File: src/acrs_defs.svh
// offsets, channel codes, reset values, result limits and timing counts of the converter control block
`ifndef ACRS_DEFS_SVH
`define ACRS_DEFS_SVH
`define ACRS_OFF_CTRL_B 8'h03
`define ACRS_OFF_RES_HIGH 8'h05
`define ACRS_OFF_RES_LOW 8'h04
`define ACRS_OFF_SELECT 8'h07
`define ACRS_OFF_CAL_GAIN 8'h10
`define ACRS_OFF_CAL_OFFSET 8'h11
`define ACRS_OFF_STATUS 8'h12
`define ACRS_SEL_RESET 8'h00
`define ACRS_CTB_RESET 8'h00
`define ACRS_INIT_CYCLES 5'd25
`define ACRS_NORM_CYCLES 5'd13
`define ACRS_CODE_SE_LAST 6'h0A
`define ACRS_CODE_BANDGAP 6'h1E
`define ACRS_CODE_GROUND 6'h1F
`define ACRS_CODE_TEMP 6'h3F
`define ACRS_BIP_MIN 10'h200
`define ACRS_BIP_MAX 10'h1FF
`define ACRS_UNI_MAX 10'h3FF
`endif

File: src/acrs_pkg.sv
// types shared by the converter control block
package acrs_pkg;
	typedef enum logic [2:0] {
		ACRS_REF_SUPPLY = 3'h0,
		ACRS_REF_EXT = 3'h1,
		ACRS_REF_1V1 = 3'h2,
		ACRS_REF_SAFE = 3'h3,
		ACRS_REF_2V56 = 3'h4,
		ACRS_REF_2V56_BYP = 3'h5
	} acrs_ref_t;
	typedef enum logic [1:0] {
		ACRS_GAIN_1X = 2'h0,
		ACRS_GAIN_8X = 2'h1,
		ACRS_GAIN_20X = 2'h2,
		ACRS_GAIN_32X = 2'h3
	} acrs_gain_t;
	typedef enum logic [1:0] {
		ACRS_KIND_SINGLE = 2'h0,
		ACRS_KIND_UNI = 2'h1,
		ACRS_KIND_BIP = 2'h2
	} acrs_kind_t;
	typedef enum logic [0:0] {
		ACRS_IDLE = 1'b0,
		ACRS_BUSY = 1'b1
	} acrs_phase_t;
	// register port request
	typedef struct packed {
		logic [7:0] addr;
		logic [7:0] wdata;
		logic wr;
		logic rd;
	} acrs_bus_t;
	// raw sample coming from the analog core
	typedef struct packed {
		logic done;
		logic [9:0] mag;
		logic neg;
	} acrs_sample_t;
	// analog settings handed to the converter core
	typedef struct packed {
		logic [5:0] channel;
		acrs_ref_t reference;
		logic ref_pin_drive;
		acrs_gain_t gain;
		acrs_kind_t kind;
		logic long_conv;
		logic [4:0] conv_cycles;
	} acrs_analog_t;
	typedef struct packed {
		logic [7:0] sel_reg;
		logic [7:0] ctb_reg;
		logic [5:0] act_chan;
		logic [2:0] act_ref;
		logic act_bip;
		logic act_boost;
		logic ref_changed;
		logic [9:0] result;
		logic res_lock;
		logic flag;
		acrs_phase_t phase;
		logic [7:0] rdata;
	} acrs_state_t;
endpackage

File: src/acrs_ctrl.sv
// converter control: input select, reference select, result formatting, sensor calibration
`timescale 1ns/1ps
`include "acrs_defs.svh"
module acrs_ctrl #(
	parameter logic [7:0] SENSOR_GAIN_CAL = 8'h80, // arbitrary default, factory sets it
	parameter logic [7:0] SENSOR_OFFSET_CAL = 8'h00 // arbitrary default, factory sets it
) (
	input wire logic core_clk,
	input wire logic rstn,
	input wire acrs_pkg::acrs_bus_t bus,
	output logic [7:0] rdata,
	input wire logic conv_start,
	input wire acrs_pkg::acrs_sample_t sample,
	input wire logic flag_clear,
	output logic conversion_complete_flag,
	output acrs_pkg::acrs_analog_t analog
);
	import acrs_pkg::*;

	acrs_state_t s_reg;
	acrs_state_t s_next;
	logic [9:0] coded;
	logic [5:0] req_chan;
	logic [2:0] req_ref;
	logic [7:0] high_byte;
	logic [7:0] low_byte;
	logic paired;
	logic left_adjust_result;

	assign req_chan = {s_reg.ctb_reg[3], s_reg.sel_reg[4:0]};
	assign req_ref = {s_reg.ctb_reg[4], s_reg.sel_reg[7:6]};
	assign left_adjust_result = s_reg.sel_reg[5];

	// format the raw sample by conversion kind
	always_comb begin
		coded = sample.mag;
		unique case (analog.kind)
			ACRS_KIND_UNI: begin
				coded = sample.neg ? 10'h000 : sample.mag;
			end
			ACRS_KIND_BIP: begin
				// sign into the top bit, two's complement
				if (sample.neg) begin
					coded = (sample.mag > 10'd512) ? `ACRS_BIP_MIN : 10'((~sample.mag) + 10'd1);
				end else begin
					coded = (sample.mag > 10'd511) ? `ACRS_BIP_MAX : sample.mag;
				end
			end
			default: begin
				coded = sample.mag;
			end
		endcase
	end

	// alignment applies live from the select register
	always_comb begin
		if (left_adjust_result) begin
			high_byte = s_reg.result[9:2];
			low_byte = {s_reg.result[1:0], 6'h00};
		end else begin
			high_byte = {6'h00, s_reg.result[9:8]};
			low_byte = s_reg.result[7:0];
		end
	end

	// decode active channel into kind and gain
	always_comb begin
		paired = s_reg.act_chan[5];
		analog.channel = s_reg.act_chan;
		analog.kind = ACRS_KIND_SINGLE;
		analog.gain = ACRS_GAIN_1X;
		if (s_reg.act_chan > `ACRS_CODE_SE_LAST && s_reg.act_chan < `ACRS_CODE_BANDGAP) begin
			analog.kind = s_reg.act_bip ? ACRS_KIND_BIP : ACRS_KIND_UNI;
			// codes 0x0C, 0x0F, 0x10, 0x13, 0x15, 0x18, 0x1A, 0x1D are 1x, the rest 20x
			if (s_reg.act_chan == 6'h0C || s_reg.act_chan == 6'h0F || s_reg.act_chan == 6'h10 ||
				s_reg.act_chan == 6'h13 || s_reg.act_chan == 6'h15 || s_reg.act_chan == 6'h18 ||
				s_reg.act_chan == 6'h1A || s_reg.act_chan == 6'h1D) begin
				analog.gain = ACRS_GAIN_1X;
			end else begin
				analog.gain = ACRS_GAIN_20X;
			end
		end else if (paired && s_reg.act_chan != `ACRS_CODE_TEMP) begin
			analog.kind = s_reg.act_bip ? ACRS_KIND_BIP : ACRS_KIND_UNI;
			// boost swaps 20x to 32x and 1x to 8x
			if (s_reg.act_chan[0] && s_reg.act_chan < 6'h3A) begin
				analog.gain = s_reg.act_boost ? ACRS_GAIN_8X : ACRS_GAIN_1X;
			end else begin
				analog.gain = s_reg.act_boost ? ACRS_GAIN_32X : ACRS_GAIN_20X;
			end
		end
		// reference decode, reserved code held safe
		// one process fills the whole analog struct, so it has a single driver
		analog.ref_pin_drive = 1'b0;
		unique case (s_reg.act_ref[1:0])
			2'b00: analog.reference = ACRS_REF_SUPPLY;
			2'b01: analog.reference = ACRS_REF_EXT;
			2'b10: analog.reference = s_reg.act_ref[2] ? ACRS_REF_2V56 : ACRS_REF_1V1;
			2'b11: begin
				analog.reference = s_reg.act_ref[2] ? ACRS_REF_2V56_BYP : ACRS_REF_SAFE;
				analog.ref_pin_drive = s_reg.act_ref[2];
			end
		endcase
		analog.long_conv = s_reg.ref_changed;
		analog.conv_cycles = s_reg.ref_changed ? `ACRS_INIT_CYCLES : `ACRS_NORM_CYCLES;
	end

	// next state: register writes, staging of selections, result capture
	always_comb begin
		s_next = s_reg;
		s_next.rdata = 8'h00;
		if (bus.wr) begin
			unique case (bus.addr)
				`ACRS_OFF_SELECT: s_next.sel_reg = bus.wdata;
				`ACRS_OFF_CTRL_B: s_next.ctb_reg = bus.wdata & 8'hDF;
				default: s_next.sel_reg = s_reg.sel_reg;
			endcase
		end
		if (s_reg.phase == ACRS_IDLE) begin
			// selections track writes only while idle
			if (req_ref != s_reg.act_ref) begin
				s_next.ref_changed = 1'b1;
			end
			s_next.act_chan = req_chan;
			s_next.act_ref = req_ref;
			s_next.act_bip = s_reg.ctb_reg[7];
			s_next.act_boost = s_reg.ctb_reg[6];
			if (conv_start) begin
				s_next.phase = ACRS_BUSY;
			end
		end else if (sample.done) begin
			s_next.phase = ACRS_IDLE;
			s_next.ref_changed = 1'b0;
			// result frozen while low byte read pending
			if (!s_reg.res_lock) begin
				s_next.result = coded;
			end
		end
		if (flag_clear) begin
			s_next.flag = 1'b0;
		end
		if (s_reg.phase == ACRS_BUSY && sample.done) begin
			s_next.flag = 1'b1;
		end
		if (bus.rd) begin
			unique case (bus.addr)
				`ACRS_OFF_SELECT: s_next.rdata = s_reg.sel_reg;
				`ACRS_OFF_CTRL_B: s_next.rdata = s_reg.ctb_reg;
				`ACRS_OFF_RES_LOW: begin
					s_next.rdata = low_byte;
					s_next.res_lock = 1'b1;
				end
				`ACRS_OFF_RES_HIGH: begin
					s_next.rdata = high_byte;
					s_next.res_lock = 1'b0;
				end
				`ACRS_OFF_CAL_GAIN: s_next.rdata = SENSOR_GAIN_CAL;
				`ACRS_OFF_CAL_OFFSET: s_next.rdata = SENSOR_OFFSET_CAL;
				`ACRS_OFF_STATUS: s_next.rdata = {6'h00, s_reg.phase == ACRS_BUSY, s_reg.flag};
				default: s_next.rdata = 8'h00;
			endcase
		end
	end

	// state register
	always_ff @(posedge core_clk or negedge rstn) begin
		if (!rstn) begin
			s_reg <= '0;
		end else begin
			s_reg <= s_next;
		end
	end

	assign rdata = s_reg.rdata;
	assign conversion_complete_flag = s_reg.flag;

	flag_sets_a: assert property (@(posedge core_clk) disable iff (!rstn)
		(s_reg.phase == ACRS_BUSY && sample.done) |=> conversion_complete_flag)
		else $error("flag not set");

	flag_holds_a: assert property (@(posedge core_clk) disable iff (!rstn)
		(conversion_complete_flag && !flag_clear) |=> conversion_complete_flag)
		else $error("flag dropped without clear");

	flag_clears_a: assert property (@(posedge core_clk) disable iff (!rstn)
		(flag_clear && !(s_reg.phase == ACRS_BUSY && sample.done)) |=> !conversion_complete_flag)
		else $error("flag not cleared");

	result_loaded_a: assert property (@(posedge core_clk) disable iff (!rstn)
		(s_reg.phase == ACRS_BUSY && sample.done && !s_reg.res_lock) |=> s_reg.result == $past(coded))
		else $error("result not loaded");

	chan_held_a: assert property (@(posedge core_clk) disable iff (!rstn)
		(s_reg.phase == ACRS_BUSY && !sample.done) |=> $stable(s_reg.act_chan))
		else $error("channel moved");

	ref_held_a: assert property (@(posedge core_clk) disable iff (!rstn)
		(s_reg.phase == ACRS_BUSY && !sample.done) |=> $stable(s_reg.act_ref))
		else $error("reference moved");

	chan_form_a: assert property (@(posedge core_clk) disable iff (!rstn)
		(s_reg.phase == ACRS_IDLE) |=> s_reg.act_chan == $past(req_chan))
		else $error("channel code not formed");

	ref_form_a: assert property (@(posedge core_clk) disable iff (!rstn)
		(s_reg.phase == ACRS_IDLE) |=> s_reg.act_ref == $past(req_ref))
		else $error("reference code not formed");

	res_frozen_a: assert property (@(posedge core_clk) disable iff (!rstn)
		s_reg.res_lock |=> $stable(s_reg.result))
		else $error("result changed while locked");

	lock_set_a: assert property (@(posedge core_clk) disable iff (!rstn)
		(bus.rd && bus.addr == `ACRS_OFF_RES_LOW) |=> s_reg.res_lock)
		else $error("low read did not lock");

	ref_safe_a: assert property (@(posedge core_clk) disable iff (!rstn)
		(s_reg.act_ref == 3'b011) |-> !analog.ref_pin_drive)
		else $error("reserved drives pin");

	ext_ref_a: assert property (@(posedge core_clk) disable iff (!rstn)
		(s_reg.act_ref[1:0] == 2'b01) |-> (analog.reference == ACRS_REF_EXT && !analog.ref_pin_drive))
		else $error("external reference wrong");

	byp_drive_a: assert property (@(posedge core_clk) disable iff (!rstn)
		(s_reg.act_ref == 3'b111) |-> analog.ref_pin_drive)
		else $error("bypass not driven");

	long_conv_a: assert property (@(posedge core_clk) disable iff (!rstn)
		(s_reg.phase == ACRS_IDLE && req_ref != s_reg.act_ref) |=> analog.conv_cycles == `ACRS_INIT_CYCLES)
		else $error("no long conversion");

	short_conv_a: assert property (@(posedge core_clk) disable iff (!rstn)
		(s_reg.phase == ACRS_BUSY && sample.done) |=> !analog.long_conv)
		else $error("long conversion kept");

	uni_sat_a: assert property (@(posedge core_clk) disable iff (!rstn)
		(analog.kind == ACRS_KIND_UNI && sample.neg) |-> coded == 10'h000)
		else $error("no saturation");

	bip_range_a: assert property (@(posedge core_clk) disable iff (!rstn)
		(analog.kind == ACRS_KIND_BIP && !sample.neg) |-> !coded[9])
		else $error("positive bipolar has sign");

	bip_sign_a: assert property (@(posedge core_clk) disable iff (!rstn)
		(analog.kind == ACRS_KIND_BIP && sample.neg && sample.mag != 10'h000) |-> coded[9])
		else $error("sign bit wrong");

	left_adj_a: assert property (@(posedge core_clk) disable iff (!rstn)
		left_adjust_result |-> (high_byte == s_reg.result[9:2] && low_byte == {s_reg.result[1:0], 6'h00}))
		else $error("left adjust wrong");

	right_adj_a: assert property (@(posedge core_clk) disable iff (!rstn)
		!left_adjust_result |-> (high_byte == {6'h00, s_reg.result[9:8]} && low_byte == s_reg.result[7:0]))
		else $error("right adjust wrong");

	boost_gain_a: assert property (@(posedge core_clk) disable iff (!rstn)
		(analog.gain == ACRS_GAIN_32X || analog.gain == ACRS_GAIN_8X) |-> (s_reg.act_boost && s_reg.act_chan[5]))
		else $error("boosted gain without boost");

	single_map_a: assert property (@(posedge core_clk) disable iff (!rstn)
		(s_reg.act_chan <= `ACRS_CODE_SE_LAST || s_reg.act_chan == `ACRS_CODE_BANDGAP ||
		s_reg.act_chan == `ACRS_CODE_GROUND || s_reg.act_chan == `ACRS_CODE_TEMP) |-> analog.kind == ACRS_KIND_SINGLE)
		else $error("single-ended code not single");

	cal_read_a: assert property (@(posedge core_clk) disable iff (!rstn)
		(bus.rd && bus.addr == `ACRS_OFF_CAL_GAIN) |=> rdata == SENSOR_GAIN_CAL)
		else $error("gain calibration wrong");
endmodule

File: config.mk
export PLATFORM = sky130hd
export DESIGN_NAME = acrs_ctrl
export DESIGN_NICKNAME = d
export VERILOG_FILES = /design/src/acrs_pkg.sv /design/src/acrs_ctrl.sv
export VERILOG_INCLUDE_DIRS = /design/src
export SDC_FILE = /design/constraint.sdc
export NUM_CORES = 1
export LEC_CHECK = 0
export ABC_AREA = 1
export BUFFER_PORTS_ARGS = -buffer_cell sky130_fd_sc_hd__buf_2
export CAP_MARGIN = 40
export CORE_UTILIZATION = 60
export CTS_CLUSTER_DIAMETER = 100
export DETAILED_ROUTE_END_ITERATION = 8
export MAX_ROUTING_LAYER = met4
export PLACE_DENSITY = 0.86
export SYNTH_ARGS = -nofsm -noshare
export SYNTH_HDL_FRONTEND = slang
export SYNTH_SLANG_ARGS = --single-unit
File: constraint.sdc
create_clock -name core_clk -period 4.63 [get_ports core_clk]
set_input_delay 0.463 -clock core_clk [delete_from_list [all_inputs] [get_ports core_clk]]
set_output_delay 0.463 -clock core_clk [all_outputs]
set_load 0.02 [all_outputs]
==> metrics.md, run 1 <==
| Metric | Value |
|---|---|
| Boundary Pins | 63 |
| CP required | 4830 ps |
| WL/cell | 13.26 um |
| Post-Route Skew | 11.51 ps |
| Setup TNS | 0 ps |
| Site Rows | 25 |
| Vias | 2,893 |
| Worst slew pin tran | 541.4 ps |
| Setup violations, final | 0 |
| Largest net degree at the start of global routing | 36 |
| Clock Latency Late Sink | 310 ps |
| Die X | 74.38 um |
| Final wirelength | 7.186 mm |
| Critical path endpoint category | register |
| Share of synthesized registers carrying an async set or reset | 100.0% |
| RSZ-0062 raised after global routing | false |
| Tcrit/Tclk final | 51.79% |
| Die Area | 0.005532 mm2 |
| DP Cell Count | 534 |
| Reported max-cap violation count | 0 |
| Switching share of power | 31.63% |
| Pint | 0.6863 mW |
| DRT Pass-1 Iters | 5 |
| Crit path DAT | 2600 ps |
| CP startpoint kind | register |
| Top cells by count, synth | nand2_1 (103), inv_1 (52), nor2_1 (49) |
| Max reg flops | 22 |
| Vias in the first global route | 2,640 |
| Clock buffer depth | 2 |
| Leak Pwr | 1.834 nW |
| Synth top area share | 38.22% |
| Final net count | 511 |
| Final Wtd Congestion | 0.9679 |
| Initial DRC Count | 195 |
| Crit-path max FO | 9 |
| Fin. Hold Viols | 0 |
| Distinct cell type count after synthesis | 32 |
| Die Span Y | 74.38 um |
| Via density per instance | 5.338 |
| Synth Area per Inst | 7.242 um2 |
| H-tree depth | 2 |
| Worst-path clk slew | 90 ps |
| #FFs+latches synth | 48 |
| Register area | 0.001201 mm2 |
| GRT Util Overall | 29.39% |
| IO buf count | 59 |
| Global-route wire length before repair | 11.90 mm |
| Critical path class | reg -> reg |
| Fmax | 417.0 MHz |
| Worst hold path class | in -> async |
| Area contributors post-synth | dfrtp_1 (38%), nand2_1 (12%), inv_1 (6.2%) |
| Grt ovf | 0 |
| Switching pwr | 0.3174 mW |
| R2R Path Start | analog[17]$_DFFE_PN0N_ |
| Max VDD drop | 0.0001653 V |
| Register area share after synthesis | 38.22% |
| Post_cts resized | 0 |
| Logic pwr share | 20.9% |
| Pwr/cell area | 290.3 mW/mm2 |
| Antenna Nets Post-Route | 0 |
| Status | finished clean |
| Slew HR | 63.87% |
| Initial antenna violation count | 0 |
| Core Box Area | 0.004880 mm2 |
| FF-to-FF setup slack | 2230 ps |
| CTS tree | built |
| P&R area growth vs syn | 9.992% |
| Hold_buf cts | 0 |
| Fraction of layout cells with a size suffix above 1 | 22.11% |
| Flop pwr share | 49.3% |
| # fillers | 430 |
| Root buf cell | clkbuf_8 |
| Min cycle time layout | 2398 ps |
| Post-synth EDFFs | 0 |
| N_diodes | 0 |
| R2R Path End | s_reg[20]$_DFFE_PN0P_ |
| Worst reg2reg path depth | 15 |
| Area of the multi-input gates | 0.001534 mm2 |
| Starting Density | 64.41% |
| Post-Synthesis Cells | 434 |
| Count leader, synth | nand2_1 |
| Post-CTS Setup Bufs | 0 |
| Final HPWL DP | 5.508 mm |
| Fin. max-slew vios | 0 |
| Clock share of power | 29.8% |
| Num CTS Buffers | 5 |
| Clock Sinks | 48 |
| Post-Layout Cell Count | 542 |
| Synth warnings | 0 |
| DRC | 0 |
| Mapped Area | 0.003143 mm2 |
| Area leader, netlist | dfrtp_1 |
| Top_reg_cell synth | dfrtp_1 |
-- layer usage --
metal  routed length (um)  GRT usage (%)
met2                 3318          46.05
met3                  363          5.149
met5                    0              -
met4                  132          10.06
met1                 3372          38.47
-- kinds of logic (layout without fill, tap and decap cells) --
family / Yosys count / count (layout) / synth area share, %
buf+inv: 84 / 124 / 13.10
xor+xnor: 4 / 4 / 1.115
compound gates: 75 / 75 / 14.21
other cells: 2 / 3 / 0.2389
fa+ha+maj: 3 / 3 / 1.194
simple gates: 218 / 218 / 31.93
flops: 48 / 48 / 38.22
-- cell type report --
type	instances	area share (%)
flip-flops and latches	48	34.74
well taps	67	2.425
inverters	56	6.225
repair buffers	60	9.120
clock inverters	2	1.013
multi-input cells	303	44.37
clock buffers	6	2.099
-- power by group through the flow --
stage	Sequential [mW]	Clock [mW]	Combinational, mW
after CTS	0.494	0.303	0.209
after floorplan	0.492	0	0.154
after global routing	0.501	0.324	0.237
after detailed placement	0.502	0	0.208
after global placement	0.501	0	0.202
final	0.495	0.299	0.210
-- layout by cell type, fill, tap and decap left out, drive strengths merged, types with 3 or more instances in the layout --
cell type and instances:
dfrtp 48, conb 3, xor2 4, o21ai 40, nor3 4, nand3 41, buf 60, inv 55
clkbuf 6, nor2 57, ha 3, a21oi 28, nand2 110, nand4 5
-- worst max path at each step --
| stage | startpoint | to | slack, ps | cells after the start |
|---|---|---|---|---|
| after floorplan | analog[17]$_DFFE_PN0N_ | s_reg[20]$_DFFE_PN0P_ | 2430 | 16 |
| after global placement | analog[17]$_DFFE_PN0N_ | s_reg[20]$_DFFE_PN0P_ | 2380 | 15 |
| after detailed placement | analog[17]$_DFFE_PN0N_ | s_reg[20]$_DFFE_PN0P_ | 2280 | 15 |
| after CTS | analog[17]$_DFFE_PN0N_ | s_reg[20]$_DFFE_PN0P_ | 2250 | 15 |
| after global routing | analog[17]$_DFFE_PN0N_ | s_reg[14]$_DFFE_PN0P_ | 1930 | 14 |
| final | analog[17]$_DFFE_PN0N_ | s_reg[20]$_DFFE_PN0P_ | 2230 | 15 |
-- worst max-delay path, cell delays in order, from the launching register on --
cell and delay (ps):
dfrtp_1 450, nand2_1 140, inv_1 80, nand3_1 80, nand2_1 50, a31oi_1 180, inv_1 60, nand2_1 80
nand2_1 80, ha_1 340, a21oi_1 180, clkinv_1 260, o21ai_0 150, nand2_1 70, nand2_1 60, nand2_1 40
-- metrics by stage --
step / power (mW) / worst slack, ps / hold WS (ps) / area (um2) / util [%]
finish: 1.004 / 2232 / 36.02 / 3457 / 70.85
global placement: 0.7028 / 2380 / 472.7 / 3329 / 68.23
floorplan: 0.6466 / 2426 / 167.4 / 3147 / -
CTS: 1.007 / 2254 / 47.09 / 3457 / 70.85
detailed placement: 0.7101 / 2280 / 381.8 / 3349 / 68.64
global route: 1.062 / 1929 / 50.27 / 3457 / 70.85
No activity file was read; power rests on OpenSTA's default activity.
==> inputs of run 2 (changes only) <==
--- a/config.mk
+++ b/config.mk
@@ -9,11 +9,11 @@
 export ABC_AREA = 1
 export BUFFER_PORTS_ARGS = -buffer_cell sky130_fd_sc_hd__buf_2
 export CAP_MARGIN = 40
-export CORE_UTILIZATION = 60
+export CORE_UTILIZATION = 50
 export CTS_CLUSTER_DIAMETER = 100
 export DETAILED_ROUTE_END_ITERATION = 8
 export MAX_ROUTING_LAYER = met4
-export PLACE_DENSITY = 0.86
+export PLACE_DENSITY = 0.76
 export SYNTH_ARGS = -nofsm -noshare
 export SYNTH_HDL_FRONTEND = slang
 export SYNTH_SLANG_ARGS = --single-unit
==> constraint.sdc (replaced) <==
create_clock -name core_clk -period 2.1 [get_ports core_clk]
set_input_delay 0.21 -clock core_clk [delete_from_list [all_inputs] [get_ports core_clk]]
set_output_delay 0.21 -clock core_clk [all_outputs]
set_load 0.02 [all_outputs]
==> metrics.md, run 2 (synthesis results as in run 1) <==
| Metric | Value |
|---|---|
| Status | finished clean |
| Final net count | 527 (+3.1%) |
| # fillers | 535 (+24%) |
| FF-to-FF setup slack | 50 ps (-2190 ps) |
| WL/cell | 13.32 um (+0.46%) |
| Worst reg2reg path depth | 13 (-2) |
| Register area | 0.001201 mm2 (unchanged) |
| Tcrit/Tclk final | 97.84% (+46 points) |
| Vias in the first global route | 2,663 (+0.87%) |
| DRT Pass-1 Iters | 6 (+1) |
| Initial antenna violation count | 0 (unchanged) |
| Grt ovf | 0 (unchanged) |
| Worst slew pin tran | 528.1 ps (-13.36 ps) |
| R2R Path End | s_reg[13]$_DFFE_PN0P_ |
| Area of the multi-input gates | 0.001618 mm2 (+5.5%) |
| Boundary Pins | 63 (unchanged) |
| Worst slack, placed | -23.59 ps (-2304 ps) |
| Slew HR | 64.76% (+0.89 points) |
| GRT Util Overall | 24.30% (-5.1 points) |
| Post-Route Skew | 10.26 ps (-1.248 ps) |
| Hold Slack | 85.92 ps (+49.90 ps) |
| Setup violations, final | 0 (unchanged) |
| Site Rows | 28 (+12%) |
| Worst setup margin | 45.46 ps (-2187 ps) |
| Largest net degree at the start of global routing | 24 (-33%) |
| Final Wtd Congestion | 0.9360 (-3.3%) |
| Critical path class | reg -> reg |
| Worst-path clk slew | 90 ps (about the same) |
| Root buf cell | clkbuf_8 |
| Worst hold path class | in -> reg |
| Global-route wire length before repair | 12.01 mm (+0.92%) |
| Pwr/cell area | 603.5 mW/mm2 (+110%) |
| Vias | 2,933 (+1.4%) |
| Clock Sinks | 48 (unchanged) |
| Fin. Hold Viols | 0 (unchanged) |
| R2R Path Start | analog[15]$_DFFE_PN0N_ |
| N_diodes | 0 (unchanged) |
| Commonest non-fill, non-tap cells in the layout | nand2_1 (98), buf_2 (59), inv_1 (49), nor2_1 (48), dfrtp_1 (48) |
| Fraction of layout cells with a size suffix above 1 | 28.51% (+6.4 points) |
| Final HPWL DP | 5.651 mm (+2.6%) |
| Clock buffer depth | 2 (unchanged) |
| Critical path endpoint category | register |
| Design area | 0.003655 mm2 (+5.7%) |
| Hold EP | conversion_complete_flag$_DFFE_PN0P_ |
| Max VDD drop | 0.0002925 V (+77%) |
| CTS tree | built |
| H-tree depth | 2 (unchanged) |
| CP required | 2300 ps (-2530 ps) |
| Via density per instance | 5.182 (-2.9%) |
| Final wirelength | 7.539 mm (+4.9%) |
| Core Box Area | 0.005991 mm2 (+23%) |
| Min cycle time layout | 2055 ps (-343.5 ps) |
| P&R area growth vs syn | 16.28% |
| Initial DRC Count | 234 (+20%) |
| Fin. max-slew vios | 0 (unchanged) |
| Crit path DAT | 2250 ps (-350 ps) |
| Antenna Nets Post-Route | 0 (unchanged) |
| Most common cell after layout, fill and taps aside | nand2_1 |
| Crit-path max FO | 5 (-4) |
| RSZ-0062 raised after global routing | true |
| Placed Area | 0.003446 mm2 (+2.9%) |
| Num CTS Buffers | 5 (unchanged) |
| Max reg flops | 22 (unchanged) |
| Hold path startpoint | flag_clear |
| Leak Pwr | 1.920 nW (+4.7%) |
| Reported max-cap violation count | 0 (unchanged) |
| IO buf count | 59 (unchanged) |
| Fmax | 486.7 MHz (+17%) |
| Hold depth | 2 |
| Setup TNS | 0 ps (unchanged) |
| Starting Density | 52.46% (-12 points) |
| Clock Latency Late Sink | 310 ps (about the same) |
| CP startpoint kind | register |
| Die Span Y | 81.29 um (+9.3%) |
| Die X | 81.29 um (+9.3%) |
| Die Area | 0.006607 mm2 (+19%) |
| DRC | 0 (unchanged) |
run 2: cell types whose count changed in the layout (fill, tap and decap cells not counted), sizes merged:
cell / delta
buf: +14
inv: +3
bufinv: -1
clkinv: -1
dlygate4sd3: +1
run 2: timing repair:
item                                    CTS  global route
endpoints found under the setup margin    9            10
pin swaps                                 1             5
hold buffers                              1             0
endpoints found under the hold margin    12             0
gates cloned                              0             1
gates resized for setup                   3            22
setup buffers                             1             0
run 2: cell type report:
class,instances,area share (%)
Clock buffer,6,2.259
Multi-Input combinational cell,303,44.27
Sequential cell,48,32.87
Inverter,56,6.025
Tap cell,75,2.568
Timing Repair Buffer,75,11.54
Timing Repair inverter,1,0.1027
Clock inverter,2,0.3766
run 2: where the power goes:
group          switching [mW]  internal, mW
Sequential             0.0781          1.01
Clock                   0.319         0.270
Combinational           0.345         0.186
Total                   0.742          1.46
run 2: worst max-delay path by stage:
stage / startpoint / endpoint / slack, ps / cells past startpoint
after CTS: analog[17]$_DFFE_PN0N_ / s_reg[15]$_DFFE_PN0P_ / 30 / 15
after global placement: analog[17]$_DFFE_PN0N_ / s_reg[20]$_DFFE_PN0P_ / 20 / 15
final: analog[15]$_DFFE_PN0N_ / s_reg[13]$_DFFE_PN0P_ / 50 / 13
after global routing: analog[15]$_DFFE_PN0N_ / s_reg[15]$_DFFE_PN0P_ / -150 / 15
after floorplan: analog[17]$_DFFE_PN0N_ / s_reg[20]$_DFFE_PN0P_ / 7 / 16
after detailed placement: analog[17]$_DFFE_PN0N_ / s_reg[20]$_DFFE_PN0P_ / -20 / 15
run 2: worst max-delay path, stage by stage, from the launching register on:
cell	delay, ps
dfrtp_1	410
nand2_1	70
inv_1	120
nand2_1	120
a31oi_2	190
inv_1	80
nand2_2	90
nand2_2	70
inv_2	70
ha_4	210
a21oi_4	190
inv_4	70
a21oi_1	190
a21oi_2	80
run 2: routing by layer:
layer / track usage [%] / routed length (um)
met1: 30.93 / 3403
met2: 39.67 / 3561
met3: 3.933 / 427
met4: 6.964 / 147
met5: - / 0
run 2: through the flow:
step                cells  power (mW)  util, %
floorplan             435       1.426        -
global placement      555       1.579    57.52
detailed placement    555       1.589    57.52
CTS                   565       2.184    59.75
global route          566       2.319    61.01
finish                566       2.206    61.01
